===== src/core/cwwt_pkg.sv =====
package cwwt_pkg;
  // wait lengths as powers of two of main oscillator periods
  localparam int unsigned LONG_EXP = 10;
  localparam int unsigned SHORT_EXP = 3;
  localparam int unsigned CNT_W = 11;
  localparam logic [10:0] LONG_CYCLES = 11'h0400;
  localparam logic [10:0] SHORT_CYCLES = 11'h0008;
  localparam logic [10:0] CNT_RST = 11'h0000;
  // main oscillator period in ns, clock period in ns
  localparam int unsigned OSC_PERIOD_NS = 20;
  localparam int unsigned CLK_PERIOD_NS = 20;
  localparam int unsigned CYC_PER_OSC = (OSC_PERIOD_NS + CLK_PERIOD_NS - 1) / CLK_PERIOD_NS;
  // target operating mode after wake-up
  typedef enum logic {
    CWWT_TGT_NORMAL,
    CWWT_TGT_SLOW
  } cwwt_target_t;
  // source mode left on wake-up
  typedef enum logic [1:0] {
    CWWT_SRC_STOP,
    CWWT_SRC_CPU_IDLE,
    CWWT_SRC_LOW_CLK_IDLE,
    CWWT_SRC_NONE
  } cwwt_source_t;
endpackage : cwwt_pkg


===== src/core/cwwt_cnt_if.sv =====
`timescale 1ns/10ps
// link between sequencer and its wait counter
interface cwwt_cnt_if;
  logic start;
  logic [10:0] length;
  logic busy;
  logic done;
  modport ctrl (output start, output length, input busy, input done);
  modport cnt (input start, input length, output busy, output done);
endinterface : cwwt_cnt_if


===== src/core/cwwt_counter.sv =====
`timescale 1ns/10ps
// counts a given number of cycles after a start pulse
module cwwt_counter (
  input wire logic clk_i,
  input wire logic arst_n_i,
  cwwt_cnt_if.cnt cnt_if
);
  logic [10:0] cnt_r;
  logic [10:0] cnt_nxt;
  logic [10:0] len_r;
  logic [10:0] len_nxt;
  logic busy_r;
  logic busy_nxt;
  logic done_r;
  logic done_nxt;

  // a start always wins, even mid-wait, so a new wake restarts from zero
  always_comb begin
    cnt_nxt = cnt_r;
    len_nxt = len_r;
    busy_nxt = busy_r;
    done_nxt = 1'b0;
    if (cnt_if.start) begin
      cnt_nxt = cwwt_pkg::CNT_RST;
      len_nxt = cnt_if.length;
      busy_nxt = 1'b1;
    end else if (busy_r) begin
      if (cnt_r == len_r - 11'h0001) begin
        busy_nxt = 1'b0;
        done_nxt = 1'b1;
      end else begin
        cnt_nxt = cnt_r + 11'h0001;
      end
    end
  end

  always_ff @(posedge clk_i or negedge arst_n_i) begin
    if (!arst_n_i) begin
      cnt_r <= cwwt_pkg::CNT_RST;
      len_r <= cwwt_pkg::LONG_CYCLES;
      busy_r <= 1'b0;
      done_r <= 1'b0;
    end else begin
      cnt_r <= cnt_nxt;
      len_r <= len_nxt;
      busy_r <= busy_nxt;
      done_r <= done_nxt;
    end
  end

  assign cnt_if.busy = busy_r;
  assign cnt_if.done = done_r;
endmodule : cwwt_counter


===== src/core/cwwt_wait_timer.sv =====
`timescale 1ns/10ps
module cwwt_wait_timer #(
  parameter int unsigned LONG_EXP = cwwt_pkg::LONG_EXP,
  parameter int unsigned SHORT_EXP = cwwt_pkg::SHORT_EXP
) (
  input wire logic clk_i,
  input wire logic arst_n_i,
  input wire logic wake_i,
  input wire logic [1:0] wake_source_i,
  input wire logic wake_target_i,
  input wire logic pwdn_select_i,
  input wire logic irq_i,
  input wire logic irq_clear_i,
  input wire logic interrupt_master_enable_i,
  output logic cpu_halt_o,
  output logic periph_halt_o,
  output logic interrupt_latch_o,
  output logic irq_service_o
);
  // sequencer states, boot runs for exactly one cycle after reset release
  typedef enum logic [1:0] {
    CWWT_ST_BOOT,
    CWWT_ST_RESET_WAIT,
    CWWT_ST_RUN,
    CWWT_ST_WAKE_WAIT
  } cwwt_state_t;

  // wait lengths; the counter is cwwt_pkg::CNT_W bits, so 2^10 is the longest it times
  localparam logic [10:0] LONG_LEN = 11'(1 << LONG_EXP);
  localparam logic [10:0] SHORT_LEN = 11'(1 << SHORT_EXP);
  localparam logic [10:0] NO_WAIT = 11'h0000;

  // refuse exponents the counter cannot serve; zero would leave a wait of a single count
  if (LONG_EXP >= cwwt_pkg::CNT_W || SHORT_EXP == 0 || SHORT_EXP > LONG_EXP) begin : g_bad_exp
    $error("wait exponent out of range for the wait counter");
  end

  // the interface and the counter are built for an 11 bit count
  if (cwwt_pkg::CNT_W != 11) begin : g_bad_width
    $error("wait counter width must be 11 bits");
  end

  // one shared counter times the reset wait and every wake wait
  cwwt_cnt_if cnt_if ();

  cwwt_counter u_counter (
    .clk_i(clk_i),
    .arst_n_i(arst_n_i),
    .cnt_if(cnt_if.cnt)
  );

  // sequencer state and the two halt flags
  cwwt_state_t state_r;
  cwwt_state_t state_nxt;
  logic cpu_halt_r;
  logic cpu_halt_nxt;
  logic periph_halt_r;
  logic periph_halt_nxt;

  // interrupt side
  logic latch_r;
  logic latch_nxt;
  logic service_r;
  logic service_nxt;

  // counter request, valid only in the cycle it is raised
  logic start_c;
  logic [10:0] len_c;

  // classify a wake: returns wait length, zero when the wake does not qualify;
  // the power-down select bit decides which source paths lead to a wait,
  // so a wake from a path that does not match it leaves the cpu running
  function automatic logic [10:0] cwwt_wake_len(input logic [1:0] src, input logic tgt,
                                                 input logic psel);
    logic [10:0] len;
    len = NO_WAIT;
    case (src)
      cwwt_pkg::CWWT_SRC_STOP: begin
        // out of stop either target is reached through the power-down path
        if (psel) begin
          len = (tgt == cwwt_pkg::CWWT_TGT_NORMAL) ? LONG_LEN
                                                    : SHORT_LEN;
        end
      end
      cwwt_pkg::CWWT_SRC_CPU_IDLE: begin
        // the idle path only waits when it returns to full speed
        if (!psel && tgt == cwwt_pkg::CWWT_TGT_NORMAL) begin
          len = LONG_LEN;
        end
      end
      cwwt_pkg::CWWT_SRC_LOW_CLK_IDLE: begin
        // the low clock path only waits when it returns to slow mode
        if (!psel && tgt == cwwt_pkg::CWWT_TGT_SLOW) begin
          len = SHORT_LEN;
        end
      end
      default: begin
        len = NO_WAIT;
      end
    endcase
    return len;
  endfunction : cwwt_wake_len

  // true when a wake event leads to a cpu wait; other combinations are ignored
  function automatic logic cwwt_wake_ok(input logic [1:0] src, input logic tgt,
                                        input logic psel);
    return cwwt_wake_len(src, tgt, psel) != NO_WAIT;
  endfunction : cwwt_wake_ok

  // wait timeline, start edge S: the counter sees start at S, counts N edges,
  // registers done at S+N, and the halt flag drops at S+N+1, so the cpu is
  // held N+1 cycles; the extra cycle keeps every halt output straight from a flop
  // wakes arriving during the reset wait are not looked at, the count runs out first
  // sequencer: first cycle after reset release starts the reset wait
  always_comb begin
    state_nxt = state_r;
    cpu_halt_nxt = cpu_halt_r;
    periph_halt_nxt = periph_halt_r;
    start_c = 1'b0;
    len_c = LONG_LEN;
    case (state_r)
      CWWT_ST_BOOT: begin
        start_c = 1'b1;
        len_c = LONG_LEN;
        state_nxt = CWWT_ST_RESET_WAIT;
      end
      CWWT_ST_RESET_WAIT: begin
        // cpu and peripherals come out together
        if (cnt_if.done) begin
          cpu_halt_nxt = 1'b0;
          periph_halt_nxt = 1'b0;
          state_nxt = CWWT_ST_RUN;
        end
      end
      CWWT_ST_RUN, CWWT_ST_WAKE_WAIT: begin
        // a fresh qualifying wake mid-wait restarts the count
        if (wake_i && cwwt_wake_ok(wake_source_i, wake_target_i, pwdn_select_i)) begin
          start_c = 1'b1;
          len_c = cwwt_wake_len(wake_source_i, wake_target_i, pwdn_select_i);
          cpu_halt_nxt = 1'b1;
          periph_halt_nxt = 1'b0;
          state_nxt = CWWT_ST_WAKE_WAIT;
        end else if (state_r == CWWT_ST_WAKE_WAIT && cnt_if.done) begin
          cpu_halt_nxt = 1'b0;
          state_nxt = CWWT_ST_RUN;
        end
      end
      default: begin
        // unreachable encoding, fall back to a full boot wait
        state_nxt = CWWT_ST_BOOT;
        cpu_halt_nxt = 1'b1;
        periph_halt_nxt = 1'b1;
      end
    endcase
  end

  // counter request straight from the sequencer decode
  assign cnt_if.start = start_c;
  assign cnt_if.length = len_c;

  // interrupt latch: set beats clear so an event in a clearing cycle is not lost
  always_comb begin
    latch_nxt = latch_r;
    if (irq_clear_i) begin
      latch_nxt = 1'b0;
    end
    // peripherals are frozen in the reset wait, so requests then are dropped
    if (irq_i && !periph_halt_r) begin
      latch_nxt = 1'b1;
    end
  end

  // service gated until cpu leaves its wait; an acceptance in flight withdraws it
  always_comb begin
    service_nxt = latch_r && interrupt_master_enable_i && !cpu_halt_r && !irq_clear_i;
  end

  // sequencer registers; reset leaves both halts raised until the boot wait ends
  always_ff @(posedge clk_i or negedge arst_n_i) begin
    if (!arst_n_i) begin
      state_r <= CWWT_ST_BOOT;
      cpu_halt_r <= 1'b1;
      periph_halt_r <= 1'b1;
    end else begin
      state_r <= state_nxt;
      cpu_halt_r <= cpu_halt_nxt;
      periph_halt_r <= periph_halt_nxt;
    end
  end

  // latch register
  always_ff @(posedge clk_i or negedge arst_n_i) begin
    if (!arst_n_i) begin
      latch_r <= 1'b0;
    end else begin
      latch_r <= latch_nxt;
    end
  end

  // service register, a level the core polls
  always_ff @(posedge clk_i or negedge arst_n_i) begin
    if (!arst_n_i) begin
      service_r <= 1'b0;
    end else begin
      service_r <= service_nxt;
    end
  end

  // every output comes straight from its flop
  assign cpu_halt_o = cpu_halt_r;
  assign periph_halt_o = periph_halt_r;
  assign interrupt_latch_o = latch_r;
  assign irq_service_o = service_r;
endmodule : cwwt_wait_timer


===== config.mk =====
export PLATFORM = sky130hd
export DESIGN_NAME = cwwt_wait_timer
export DESIGN_NICKNAME = d
export VERILOG_FILES = /design/src/core/cwwt_pkg.sv /design/src/core/cwwt_cnt_if.sv /design/src/core/cwwt_counter.sv /design/src/core/cwwt_wait_timer.sv
export SDC_FILE = /design/constraint.sdc
export NUM_CORES = 1
export LEC_CHECK = 0
export BUFFER_PORTS_ARGS = -buffer_cell sky130_fd_sc_hd__buf_4
export CAP_MARGIN = 10
export CORE_MARGIN = 2
export CORE_UTILIZATION = 45
export CTS_BUF_LIST = sky130_fd_sc_hd__clkbuf_8
export CTS_CLUSTER_DIAMETER = 150
export CTS_CLUSTER_SIZE = 14
export DETAILED_ROUTE_END_ITERATION = 8
export GPL_TIMING_DRIVEN = 0
export HOLD_SLACK_MARGIN = 0.12
export SLEW_MARGIN = 20
export SYNTH_ARGS = -nofsm -noshare
export SYNTH_HDL_FRONTEND = slang
export SYNTH_HIERARCHICAL = 1
export SYNTH_SLANG_ARGS = --single-unit
export TNS_END_PERCENT = 50

===== constraint.sdc =====
create_clock -name clk_i -period 3.2 [get_ports clk_i]
set_input_delay 0.16 -clock clk_i [delete_from_list [all_inputs] [get_ports clk_i]]
set_output_delay 0.16 -clock clk_i [all_outputs]
set_load 0.01 [all_outputs]

; ---- Word-level counts from Yosys, hierarchy flattened
; Cells that the tools add are included.
; Widths: inputs -> output; s select.
[totals]
ff_bits = 30
input_bits = 10
word_cells = 76
[op_classes]
n_bitwise = 1
n_reduce_logical = 23
mux = 31
n_eq_ne = 10
n_addsub = 2
[op_table]
columns = cell, count
row1 = $mux 11, 9
row2 = $pmux 11 s3, 1
row3 = $mux 1, 13
row4 = $add 11x1->11 const B, 1
row5 = $eq 11x11->1, 1
row6 = $reduce_bool 11->1, 1
row7 = $sub 11x1->11 const B, 1
row8 = $logic_and 1x1->1, 8
row9 = $eq 2x2->1 const B, 3
row10 = $mux 2, 3
row11 = $pmux 1 s2, 3
row12 = $pmux 2 s3, 1
row13 = $reduce_and 3->1, 2
row14 = $reduce_bool 2->1, 3
row15 = $eq 2x1->1 const B, 2
row16 = $logic_not 1->1, 4
row17 = $logic_not 2->1, 2
row18 = $mux 4, 1
row19 = $ne 2x2->1 const B, 2
row20 = $reduce_and 2->1, 2
row21 = $ne 3x3->1 const B, 1
row22 = $ne 2x1->1 const B, 1
row23 = $reduce_or 2->1, 1
row24 = $not 1->1, 1

; ---- Longest topological paths before layout
; Gate-level depths: netlist of the first run.
[logic_depth]
ltp_word = 11
mapped_depth = 12

; ---- Cells and area by module
; The synthesis of the first run kept the hierarchy.
[by_module_without_submodules]
columns = mod, area_each_um2, instances, cells_per_inst
row1 = cwwt_counter, 1627.8, 1, 166
row2 = cwwt_wait_timer, 295.3, 1, 28

; ---- Worst setup path before layout of the first run
; OpenSTA, ideal clock, no wires.
[synth_timing]
path_kind = register -> register
start = register u_counter.len_r[0]
end = register u_counter.cnt_r[0]
setup_ns = 0.125
path_buffers = 2
t_arrival_ns = 2.465
path_slack_ns = 0.610
required_ns = 3.075
period_less_slack_ns = 2.590
path_stages_with_launch = 12
path_cell_list = dfrtp_1 -> buf_2 -> inv_1 -> ha_1 -> xnor2_1 -> a2111oi_4 -> o211ai_1 -> a2111oi_1 -> and4_4 -> buf_6 -> nor2_4 -> mux2_4
[synth_via]
elab_chain_len = 4
[synth_lines]
columns = item, line
row1 = "start, declared", cwwt_counter.sv:10  ; logic [10:0] len_r;
row2 = "start signal, assigned", cwwt_counter.sv:40  ; len_r <= cwwt_pkg::LONG_CYCLES;
row3 = "start signal, assigned", cwwt_counter.sv:45  ; len_r <= len_nxt;
row4 = $sub 11x1->11, cwwt_counter.sv:28  ; if (cnt_r == len_r - 11'h0001) begin
row5 = $eq 11x11->1, cwwt_counter.sv:28
row6 = $ne 2x2->1 (no source line), --
row7 = $reduce_and 2->1 (no source line), --
row8 = "end signal, assigned", cwwt_counter.sv:39  ; cnt_r <= cwwt_pkg::CNT_RST;
row9 = "end signal, assigned", cwwt_counter.sv:44  ; cnt_r <= cnt_nxt;
row10 = "end, declared", cwwt_counter.sv:8  ; logic [10:0] cnt_r;
; Every way passes these cells.
; A chain may end at the register's enable or synchronous reset.

; ---- Worst setup path after layout of the first run
; Same ends and word-level chain as after synthesis.

==> impl_metrics.py, run 1 <==
metrics = {
    "yosys": {
        "syn_area_per_cell_um2": 9.91,
        "synth_simple_gate_area_frac": 0.208,
        "yosys_warnings": 6,
        "yosys.cell_types.count": 60,
        "synth_compound_area_frac": 0.173,
        "synth_mux_area_frac": 0.0547,
        "ys_top_cells_by_area": "dfrtp_1 (35%), o21ai_0 (4.9%), dfstp_2 (4.1%), mux2_2 (4.1%), xnor2_1 (3.6%)",
        "synth_top_area_share": 0.351,
        "synth.most_common_cell": "dfrtp_1",
        "ys_ff_latch": 30,
        "synthArstFlopShare": 1.00,
        "synth-edff-count": 0,
        "seq_area_frac_synth": 0.392,
        "ys.flop_type": "dfrtp_1",
        "synth_common_cells": "dfrtp_1 (27), o21ai_0 (19), nand2_1 (14)",
        "synthAdderAreaFrac": 0.0130,
        "synthXorXnorAreaFrac": 0.0963,
        "yosys.area.top_type": "dfrtp_1",
        "synth_top_family_by_area": "simple AND/OR/NAND/NOR gates",
        "syn_inst": 194,
        "mappedNetlistArea_um2": 1920,
    },
    "layout": {
        "area.growth.synth_to_final_pct": 17.0,
        "fin_area_um2": 2250,
        "nets": 236,
        "drive_above_1_share": 0.231,
        "num_antenna_cells": 0,
    },
    "critical_path": {
        "crit_path_end_kind": "flip-flop",
        "slowest_delay_ps": 350,
        "crit_type": "flip-flop to flip-flop",
        "cp_max_fo": 10,
        "cp_slowest_cell": "dfrtp_1",
        "cp.arrival_ps": 3020,
        "worstPathRequired_ps": 3370,
        "crit_chain": "buf_2, inv_1, ha_1, buf_2, o21ai_0, o32ai_1, a211oi_1, a2111oi_1, and4_4, buf_6, nor2_4, mux2_4",
        "cpMostUsedCell": "buf_2",
        "startpoint_type": "flip-flop",
    },
    "cts": {
        "htreeDepth": 2,
        "clockBufferDepth": 2,
        "path_clk_slew_ps": 70,
        "numClockSinks": 30,
        "cts_tree": "built",
        "clock_latency_ps": 280,
        "cts_root_buf": "clkbuf_8",
        "cts_buffers": 5,
    },
    "placement": {
        "dp_hpwl_um": 2970,
        "io_buffers": 13,
        "pre_cts_slack_ps": 341,
        "place_area_um2": 2110,
        "gp_congestion": 0.814,
    },
    "global_routing": {
        "grt_pass1_vias": 1436,
        "antenna_found_initial": 0,
        "grt_usage": 0.178,
        "overflow": 0,
        "grt_pass1_wl_um": 6820,
        "grt_max_degree": 31,
    },
    "timing": {
        "fmax_mhz": 352,
        "fin_crit_sh": 0.889,
        "final.setup.worst_slack_ps": 355,
        "hold_viol_final": 0,
        "drv_slew": 0,
        "tightest_slew_ps": 533,
        "slew_headroom": 0.643,
        "rsz0062_at_grt": "false",
        "fin_setup_tns_ps": 0,
        "fin_skew_ps": 13.7,
        "finalCriticalPeriod_ps": 2840,
        "setup_viol": 0,
    },
    "floorplan": {
        "die_x_um": 69.4,
        "design.die.area_um2": 4810,
        "io_pins": 14,
        "coreArea_um2": 4060,
        "die_y_um": 69.4,
        "rows": 23,
        "start_util": 0.474,
    },
    "drt": {
        "routedWlPerCell_um": 14.5,
        "routed_wl_um": 3990,
        "route.detailed.drc": 0,
        "drtIter0Drc": 39,
        "num_vias": 1516,
        "drt-vias-per-instance": 5.51,
        "ant_nets": 0,
        "drt_first_pass_iters": 4,
    },
    "power": {
        "p_comb_frac": 0.460,
        "vdd_ir_drop_max_uv": 398,
        "clkPwrFrac": 0.210,
        "switchingPower_mw": 0.690,
        "switching_share": 0.373,
        "p_int_mw": 1.16,
        "power_leakage_nw": 0.938,
        "p_seq_frac": 0.330,
        "p_per_area_nw_per_um2": 822,
    },
    "flow_run": {
        "cap_violations": 0,
    },
    "run_status": {
        "outcome": "finished clean",
    },
    "min_path": {
        "hold_path_class": "input pin to flip-flop",
    },
}
==> sequential cells by signal (all words and copies together), names as in the netlist <==
register,flops
u_counter/cnt_r,11
u_counter/len_r,11
state_r,2
cpu_halt_o,1
interrupt_latch_o,1
irq_service_o,1
periph_halt_o,1
u_counter/cnt_if.busy,1
u_counter/cnt_if.done,1
==> critical path, delay by kind of cell, from the launching register on <==
family	cells	cell delay [ps]
AO/OA/AOI/OAI	4	980
buffers and inverters	4	620
flip-flops	1	350
AND/OR/NAND/NOR	2	350
multiplexers	1	300
adder cells (fa/ha/maj)	1	130
==> metal layers <==
layer | up-vias | routed length, µm | share of wire | GRT usage
met3 | 4 | 126 | 0.032 | 0.0305
li1 | 753 | - | - | -
met2 | 28 | 1950 | 0.49 | 0.293
met5 | - | 0 | 0 | 0
met4 | 0 | 39 | 0.0098 | 0.0675
met1 | 731 | 1880 | 0.47 | 0.235
==> per-stage QoR <==
step	cells	hold slack [ps]	util	total power, mW
after detailed placement	265	114	0.521	1.46
final	275	146	0.554	1.85
after global placement	265	111	0.521	1.44
after CTS	275	140	0.554	1.86
after floorplan	202	-136	-	1.28
after global routing	275	140	0.554	1.99
==> placed cells by master (no fill, tap or decap), drive strengths merged, types with 3 or more instances in the layout <==
cell,count
a211oi,3
a21oi,9
buf,22
clkbuf,9
conb,9
dfrtp,27
dfstp,3
inv,12
mux2,9
nand2,14
nand3,6
nand4,4
nor2,8
nor3,3
nor4,3
o21ai,19
or3,10
xnor2,8
xor2,7
==> final cells by class <==
cell class                      count  area (µm²)
Buffer                             12        76.3
Clock buffer                        6        82.6
Clock inverter                      2        33.8
Fill cell                         347        1810
Inverter                           11        41.3
Multi-Input combinational cell    149        1080
Sequential cell                    30         754
Tap cell                           50        62.6
Timing Repair Buffer               15         118
==> cells by family after synthesis <==
kind of cell               count (synthesis)
AOI/OAI and AO/OA                         48
xor gates and xnor gates                  17
adders and majority gates                  2
buffers and inverters                     23
DFF                                       30
muxes                                      9
other                                      1
and+or+nand+nor                           64
==> final timing paths <==
path | depth (start not counted) | slack, ps | startpoint | end
setup reg to reg | 12 | 360 | u_counter/len_r[0] | u_counter/cnt_r[0]
hold reg to reg | 1 | 480 | periph_halt_o | periph_halt_o
hold / removal | 3 | 150 | irq_i | interrupt_latch_o
min in group asynchronous | 2 | 340 | arst_n_i | u_counter/cnt_r[2]
setup / recovery | 12 | 360 | u_counter/len_r[0] | u_counter/cnt_r[0]
max in group asynchronous | 2 | 2530 | arst_n_i | u_counter/len_r[10]
==> timing repair <==
item	in CTS	in global routing
gates resized for setup	0	0
hold endpoints to repair	32	0
hold buffers	2	0
buffers inserted	0	0
==> power by group through the flow <==
| stage | Combinational (mW) | Sequential [mW] | Clock (mW) |
|---|---|---|---|
| floorplan | 0.701 | 0.582 | 0 |
| global placement | 0.827 | 0.609 | 0 |
| detailed placement | 0.845 | 0.613 | 0 |
| CTS | 0.853 | 0.607 | 0.398 |
| global route | 0.943 | 0.626 | 0.423 |
| finish | 0.851 | 0.609 | 0.389 |
Power figures use the tool's default switching activity.
==> run 2: changes to the inputs <==
==> constraint.sdc (replaced) <==
create_clock -name clk_i -period 3.2 [get_ports clk_i]
set_input_delay 0.8 -clock clk_i [delete_from_list [all_inputs] [get_ports clk_i]]
set_output_delay 0.8 -clock clk_i [all_outputs]
set_load 0.01 [all_outputs]
==> impl_metrics.py, run 2 (synthesis gave the netlist of run 1 again) <==
metrics = {
    "power": {
        "power_leakage_nw": 0.936,
        "finalPower_mw": 1.85,
        "p_comb_frac": 0.459,
        "p_int_mw": 1.16,
        "switching_share": 0.373,
        "p_per_area_nw_per_um2": 824,
        "p_seq_frac": 0.330,
        "vdd_ir_drop_max_uv": 398,
        "switchingPower_mw": 0.690,
        "clkPwrFrac": 0.211,
    },
    "floorplan": {
        "die_y_um": 69.4,
        "rows": 23,
        "start_util": 0.474,
        "die_x_um": 69.4,
        "io_pins": 14,
        "coreArea_um2": 4060,
        "design.die.area_um2": 4810,
    },
    "cts": {
        "clock_latency_ps": 280,
        "clockBufferDepth": 2,
        "numClockSinks": 30,
        "cts_root_buf": "clkbuf_8",
        "path_clk_slew_ps": 70,
        "cts_buffers": 5,
        "cts_tree": "built",
        "htreeDepth": 2,
    },
    "critical_path": {
        "path_buf_inv": 2,
        "crit_chain": "buf_4, nor3b_1, o311ai_2, o21ai_2, a2111oi_4, o211ai_1, a2111oi_1, and4_4, buf_6, nor2_4, mux2_4",
        "startpoint_type": "input pin",
        "slowest_delay_ps": 390,
        "ff2ff_setup_slack_ps": 350,
        "cp_max_fo": 10,
        "cp_top_family": "compound AO/OA/AOI/OAI gates",
        "worstPathRequired_ps": 3370,
        "crit_type": "input pin to flip-flop",
        "cp.arrival_ps": 3120,
        "cp_slowest_cell": "a2111oi_1",
        "crit_path_end_kind": "flip-flop",
    },
    "layout": {
        "final_cell_mix": "dfrtp_1 (27), o21ai_0 (18), buf_4 (17), nand2_1 (14), inv_1 (11)",
        "area.growth.synth_to_final_pct": 16.5,
        "num_antenna_cells": 0,
        "drive_above_1_share": 0.241,
        "final_core_util": 0.552,
        "final_common_cell": "dfrtp_1",
        "reg_top3": "u_counter/cnt_r x11, u_counter/len_r x11, state_r x2",
        "nets": 235,
    },
    "drt": {
        "num_vias": 1510,
        "ant_nets": 0,
        "drtIter0Drc": 54,
        "drt_first_pass_iters": 5,
        "routedWlPerCell_um": 14.6,
        "route.detailed.drc": 0,
        "drt-vias-per-instance": 5.51,
        "routed_wl_um": 4010,
    },
    "timing": {
        "fin_skew_ps": 13.7,
        "slew_headroom": 0.645,
        "fin_crit_sh": 0.920,
        "fmax_mhz": 340,
        "drv_slew": 0,
        "rsz0062_at_grt": "false",
        "setup_viol": 0,
        "hold_viol_final": 0,
        "finalCriticalPeriod_ps": 2940,
        "tightest_slew_ps": 529,
    },
    "global_routing": {
        "antenna_found_initial": 0,
        "grt_usage": 0.178,
        "overflow": 0,
        "grt_pass1_vias": 1435,
        "grt_max_degree": 31,
        "grt_pass1_wl_um": 6810,
    },
    "placement": {
        "io_buffers": 13,
        "dp_hpwl_um": 2970,
        "gp_congestion": 0.814,
    },
    "run_status": {
        "outcome": "finished clean",
    },
    "flow_run": {
        "cap_violations": 0,
    },
    "min_path": {
        "hold_path_class": "input pin to asynchronous set/reset pin",
    },
}
-- run 2: cell count changes in the layout (fill, tap and decap cells not counted), sizes merged --
cell / delta
dlygate4sd3: -2
buf: +1
-- run 2: path summary, 6_finish.rpt --
kind,end,from,cells after the start
hold / removal,u_counter/cnt_r[3],arst_n_i,1
setup reg to reg,u_counter/cnt_r[0],u_counter/len_r[0],12
max in group asynchronous,u_counter/len_r[10],arst_n_i,1
hold reg to reg,cpu_halt_o,cpu_halt_o,2
setup / recovery,u_counter/cnt_r[0],pwdn_select_i,11
min in group clk_i,cpu_halt_o,cpu_halt_o,2
-- run 2: what timing repair did --
action,in CTS,in global routing
buffers inserted,0,1
hold buffers,0,0
gates resized for setup,0,2
endpoints found under the setup margin,0,12
-- run 2: metrics by stage --
stage | TNS (ps) | area [µm²] | setup slack, ps | hold WS [ps] | instances
after floorplan | 0 | 1950 | 177 | 471 | 202
after global placement | -1730 | 2110 | -243 | 462 | 265
after detailed placement | -1570 | 2110 | -222 | 468 | 265
after CTS | 0 | 2230 | 85.2 | 444 | 273
after global routing | 0 | 2240 | 21.2 | 459 | 274
final | 0 | 2240 | 256 | 433 | 274
-- run 2: layout make-up --
cell class	instances	area, µm²
Sequential cell	30	754
Clock inverter	2	33.8
Fill cell	347	1820
Inverter	11	41.3
Tap cell	50	62.6
Buffer	12	76.3
Clock buffer	6	82.6
Timing Repair Buffer	14	105
Multi-Input combinational cell	149	1080
-- run 2: metal layers --
layer  wire, µm  track usage  vias up
li1           -            -      753
met1       1860        0.234      731
met2       1970        0.293       22
met3        131       0.0305        4
met4         39       0.0675        0
met5          0            0        -
-- run 2: power groups by stage --
stage | clock [mW] | sequential, mW | combinational, mW
3_5_place_dp | 0 | 0.613 | 0.845
3_3_place_gp | 0 | 0.609 | 0.827
5_1_grt | 0.423 | 0.627 | 0.942
2_1_floorplan | 0 | 0.582 | 0.701
6_report | 0.389 | 0.609 | 0.849
4_1_cts | 0.398 | 0.607 | 0.851
-- run 2: worst reg2reg max path: cells and delay by family (launching register included) --
kind	cells	cell delay, ps
flops	1	350
fa+ha+maj	1	130
compound gates	4	980
simple gates	2	350
mux	1	300
buf+inv	4	620
==> run 3: changes to the inputs <==
RECOVER_POWER = 25   (was unset)
==> impl_metrics.py, run 3 (synthesis gave the netlist of run 1 again) <==
metrics = {
    "floorplan": {
        "die_x_um": 69.4,
        "io_pins": 14,
        "coreArea_um2": 4060,
        "die_y_um": 69.4,
        "start_util": 0.474,
        "design.die.area_um2": 4810,
        "rows": 23,
    },
    "critical_path": {
        "ff2ff_setup_slack_ps": 360,
        "crit_chain": "buf_4, nor3b_1, o311ai_2, o21ai_2, a2111oi_4, o211ai_1, a2111oi_1, and4_4, buf_6, nor2_4, mux2_4",
        "startpoint_type": "input pin",
        "cp_top_family": "compound AO/OA/AOI/OAI gates",
        "path_buf_inv": 2,
        "crit_type": "input pin to flip-flop",
        "cp.arrival_ps": 3120,
        "worstPathRequired_ps": 3370,
        "cp_slowest_cell": "a2111oi_1",
        "crit_path_end_kind": "flip-flop",
        "cp_max_fo": 10,
        "slowest_delay_ps": 390,
    },
    "drt": {
        "drtIter0Drc": 53,
        "routed_wl_um": 3990,
        "ant_nets": 0,
        "num_vias": 1508,
        "drt_first_pass_iters": 4,
        "routedWlPerCell_um": 14.6,
        "drt-vias-per-instance": 5.50,
        "route.detailed.drc": 0,
    },
    "run_status": {
        "violations": "max-capacitance violations, max-slew violations",
        "outcome": "complete, but fails checks",
    },
    "placement": {
        "dp_hpwl_um": 2970,
        "pre_cts_slack_ps": -222,
        "place_area_um2": 2110,
        "gp_congestion": 0.814,
        "io_buffers": 13,
    },
    "power": {
        "switching_share": 0.373,
        "switchingPower_mw": 0.689,
        "clkPwrFrac": 0.210,
        "p_comb_frac": 0.460,
        "p_seq_frac": 0.330,
        "vdd_ir_drop_max_uv": 398,
        "p_int_mw": 1.16,
        "power_leakage_nw": 0.932,
        "p_per_area_nw_per_um2": 825,
    },
    "global_routing": {
        "overflow": 0,
        "grt_pass1_vias": 1435,
        "grt_usage": 0.178,
        "grt_pass1_wl_um": 6810,
        "antenna_found_initial": 0,
        "grt_max_degree": 31,
    },
    "timing": {
        "hold_viol_final": 0,
        "setup_viol": 0,
        "final.setup.worst_slack_ps": 257,
        "fin_crit_sh": 0.920,
        "fmax_mhz": 340,
        "tightest_slew_ps": 1590,
        "finalCriticalPeriod_ps": 2940,
        "fin_skew_ps": 13.4,
        "rsz0062_at_grt": "false",
        "slew_headroom": -0.0624,
        "drv_slew": 31,
    },
    "cts": {
        "cts_tree": "built",
        "clockBufferDepth": 2,
        "clock_latency_ps": 280,
        "path_clk_slew_ps": 70,
        "cts_buffers": 5,
        "numClockSinks": 30,
        "cts_root_buf": "clkbuf_8",
        "ctsHoldBuffers": 0,
        "htreeDepth": 2,
    },
    "layout": {
        "fin_area_um2": 2240,
        "final_common_cell": "dfrtp_1",
        "reg_top3": "u_counter/cnt_r x11, u_counter/len_r x11, state_r x2",
        "nets": 235,
        "area.growth.synth_to_final_pct": 16.3,
        "final_cell_mix": "dfrtp_1 (27), o21ai_0 (18), buf_4 (16), nand2_1 (14), inv_1 (11)",
        "drive_above_1_share": 0.237,
        "num_antenna_cells": 0,
    },
    "flow_run": {
        "cap_violations": 1,
    },
    "min_path": {
        "hold_path_class": "flip-flop to flip-flop",
    },
}
[run 3: changes by cell type in the layout (fill, tap and decap cells not counted), sizes merged]
cell    change
clkbuf      +1
buf         -1
[run 3: worst paths after layout]
check / startpoint / to / depth (start not counted)
worst min-delay path: cpu_halt_o / cpu_halt_o / 2
worst min register to register: cpu_halt_o / cpu_halt_o / 2
worst max-delay path: pwdn_select_i / u_counter/cnt_r[0] / 11
worst max register to register: u_counter/len_r[0] / u_counter/cnt_r[0] / 12
min in group asynchronous: arst_n_i / u_counter/cnt_r[3] / 1
max in group asynchronous: arst_n_i / u_counter/len_r[4] / 1
[run 3: worst min-delay path, stage by stage (launching register included)]
cell and delay, ps:
dfstp_2 380, nand2_1 50, nand2_1 50
[run 3: metal layers]
metal	wire (µm)	global-route usage	vias up	part of all wire
met4	39	0.0675	0	0.0098
met2	1960	0.293	23	0.49
met1	1900	0.234	728	0.47
li1	-	-	753	-
met3	96	0.0305	4	0.024
met5	0	0	-	0
[run 3: what timing repair did]
item,4_1_cts,5_1_grt
setup buffers,0,1
resized for setup,0,2
hold endpoints to repair,0,0
endpoints found under the setup margin,0,12
[run 3: layout make-up]
class	instances	area [µm²]
Buffer	12	76.3
Clock buffer	6	82.6
Clock inverter	2	33.8
Fill cell	347	1820
Inverter	11	41.3
Multi-Input combinational cell	149	1080
Sequential cell	30	754
Tap cell	50	62.6
Timing Repair Buffer	14	101
[run 3: metrics by stage]
| step | power (mW) | instances | TNS, ps | utilization | hold WS, ps |
|---|---|---|---|---|---|
| 6_report | 1.85 | 274 | 0 | 0.551 | 475 |
| 5_1_grt | 1.99 | 274 | 0 | 0.551 | 492 |
| 2_1_floorplan | 1.28 | 202 | 0 | - | 471 |
| 3_3_place_gp | 1.44 | 265 | -1730 | 0.521 | 462 |
| 4_1_cts | 1.86 | 273 | 0 | 0.549 | 444 |
| 3_5_place_dp | 1.46 | 265 | -1570 | 0.521 | 468 |
[run 3: power by group through the flow]
stage | clock network [mW] | logic (mW) | registers, mW
floorplan | 0 | 0.701 | 0.582
global placement | 0 | 0.827 | 0.609
detailed placement | 0 | 0.845 | 0.613
CTS | 0.398 | 0.851 | 0.607
global route | 0.423 | 0.941 | 0.627
finish | 0.388 | 0.848 | 0.609
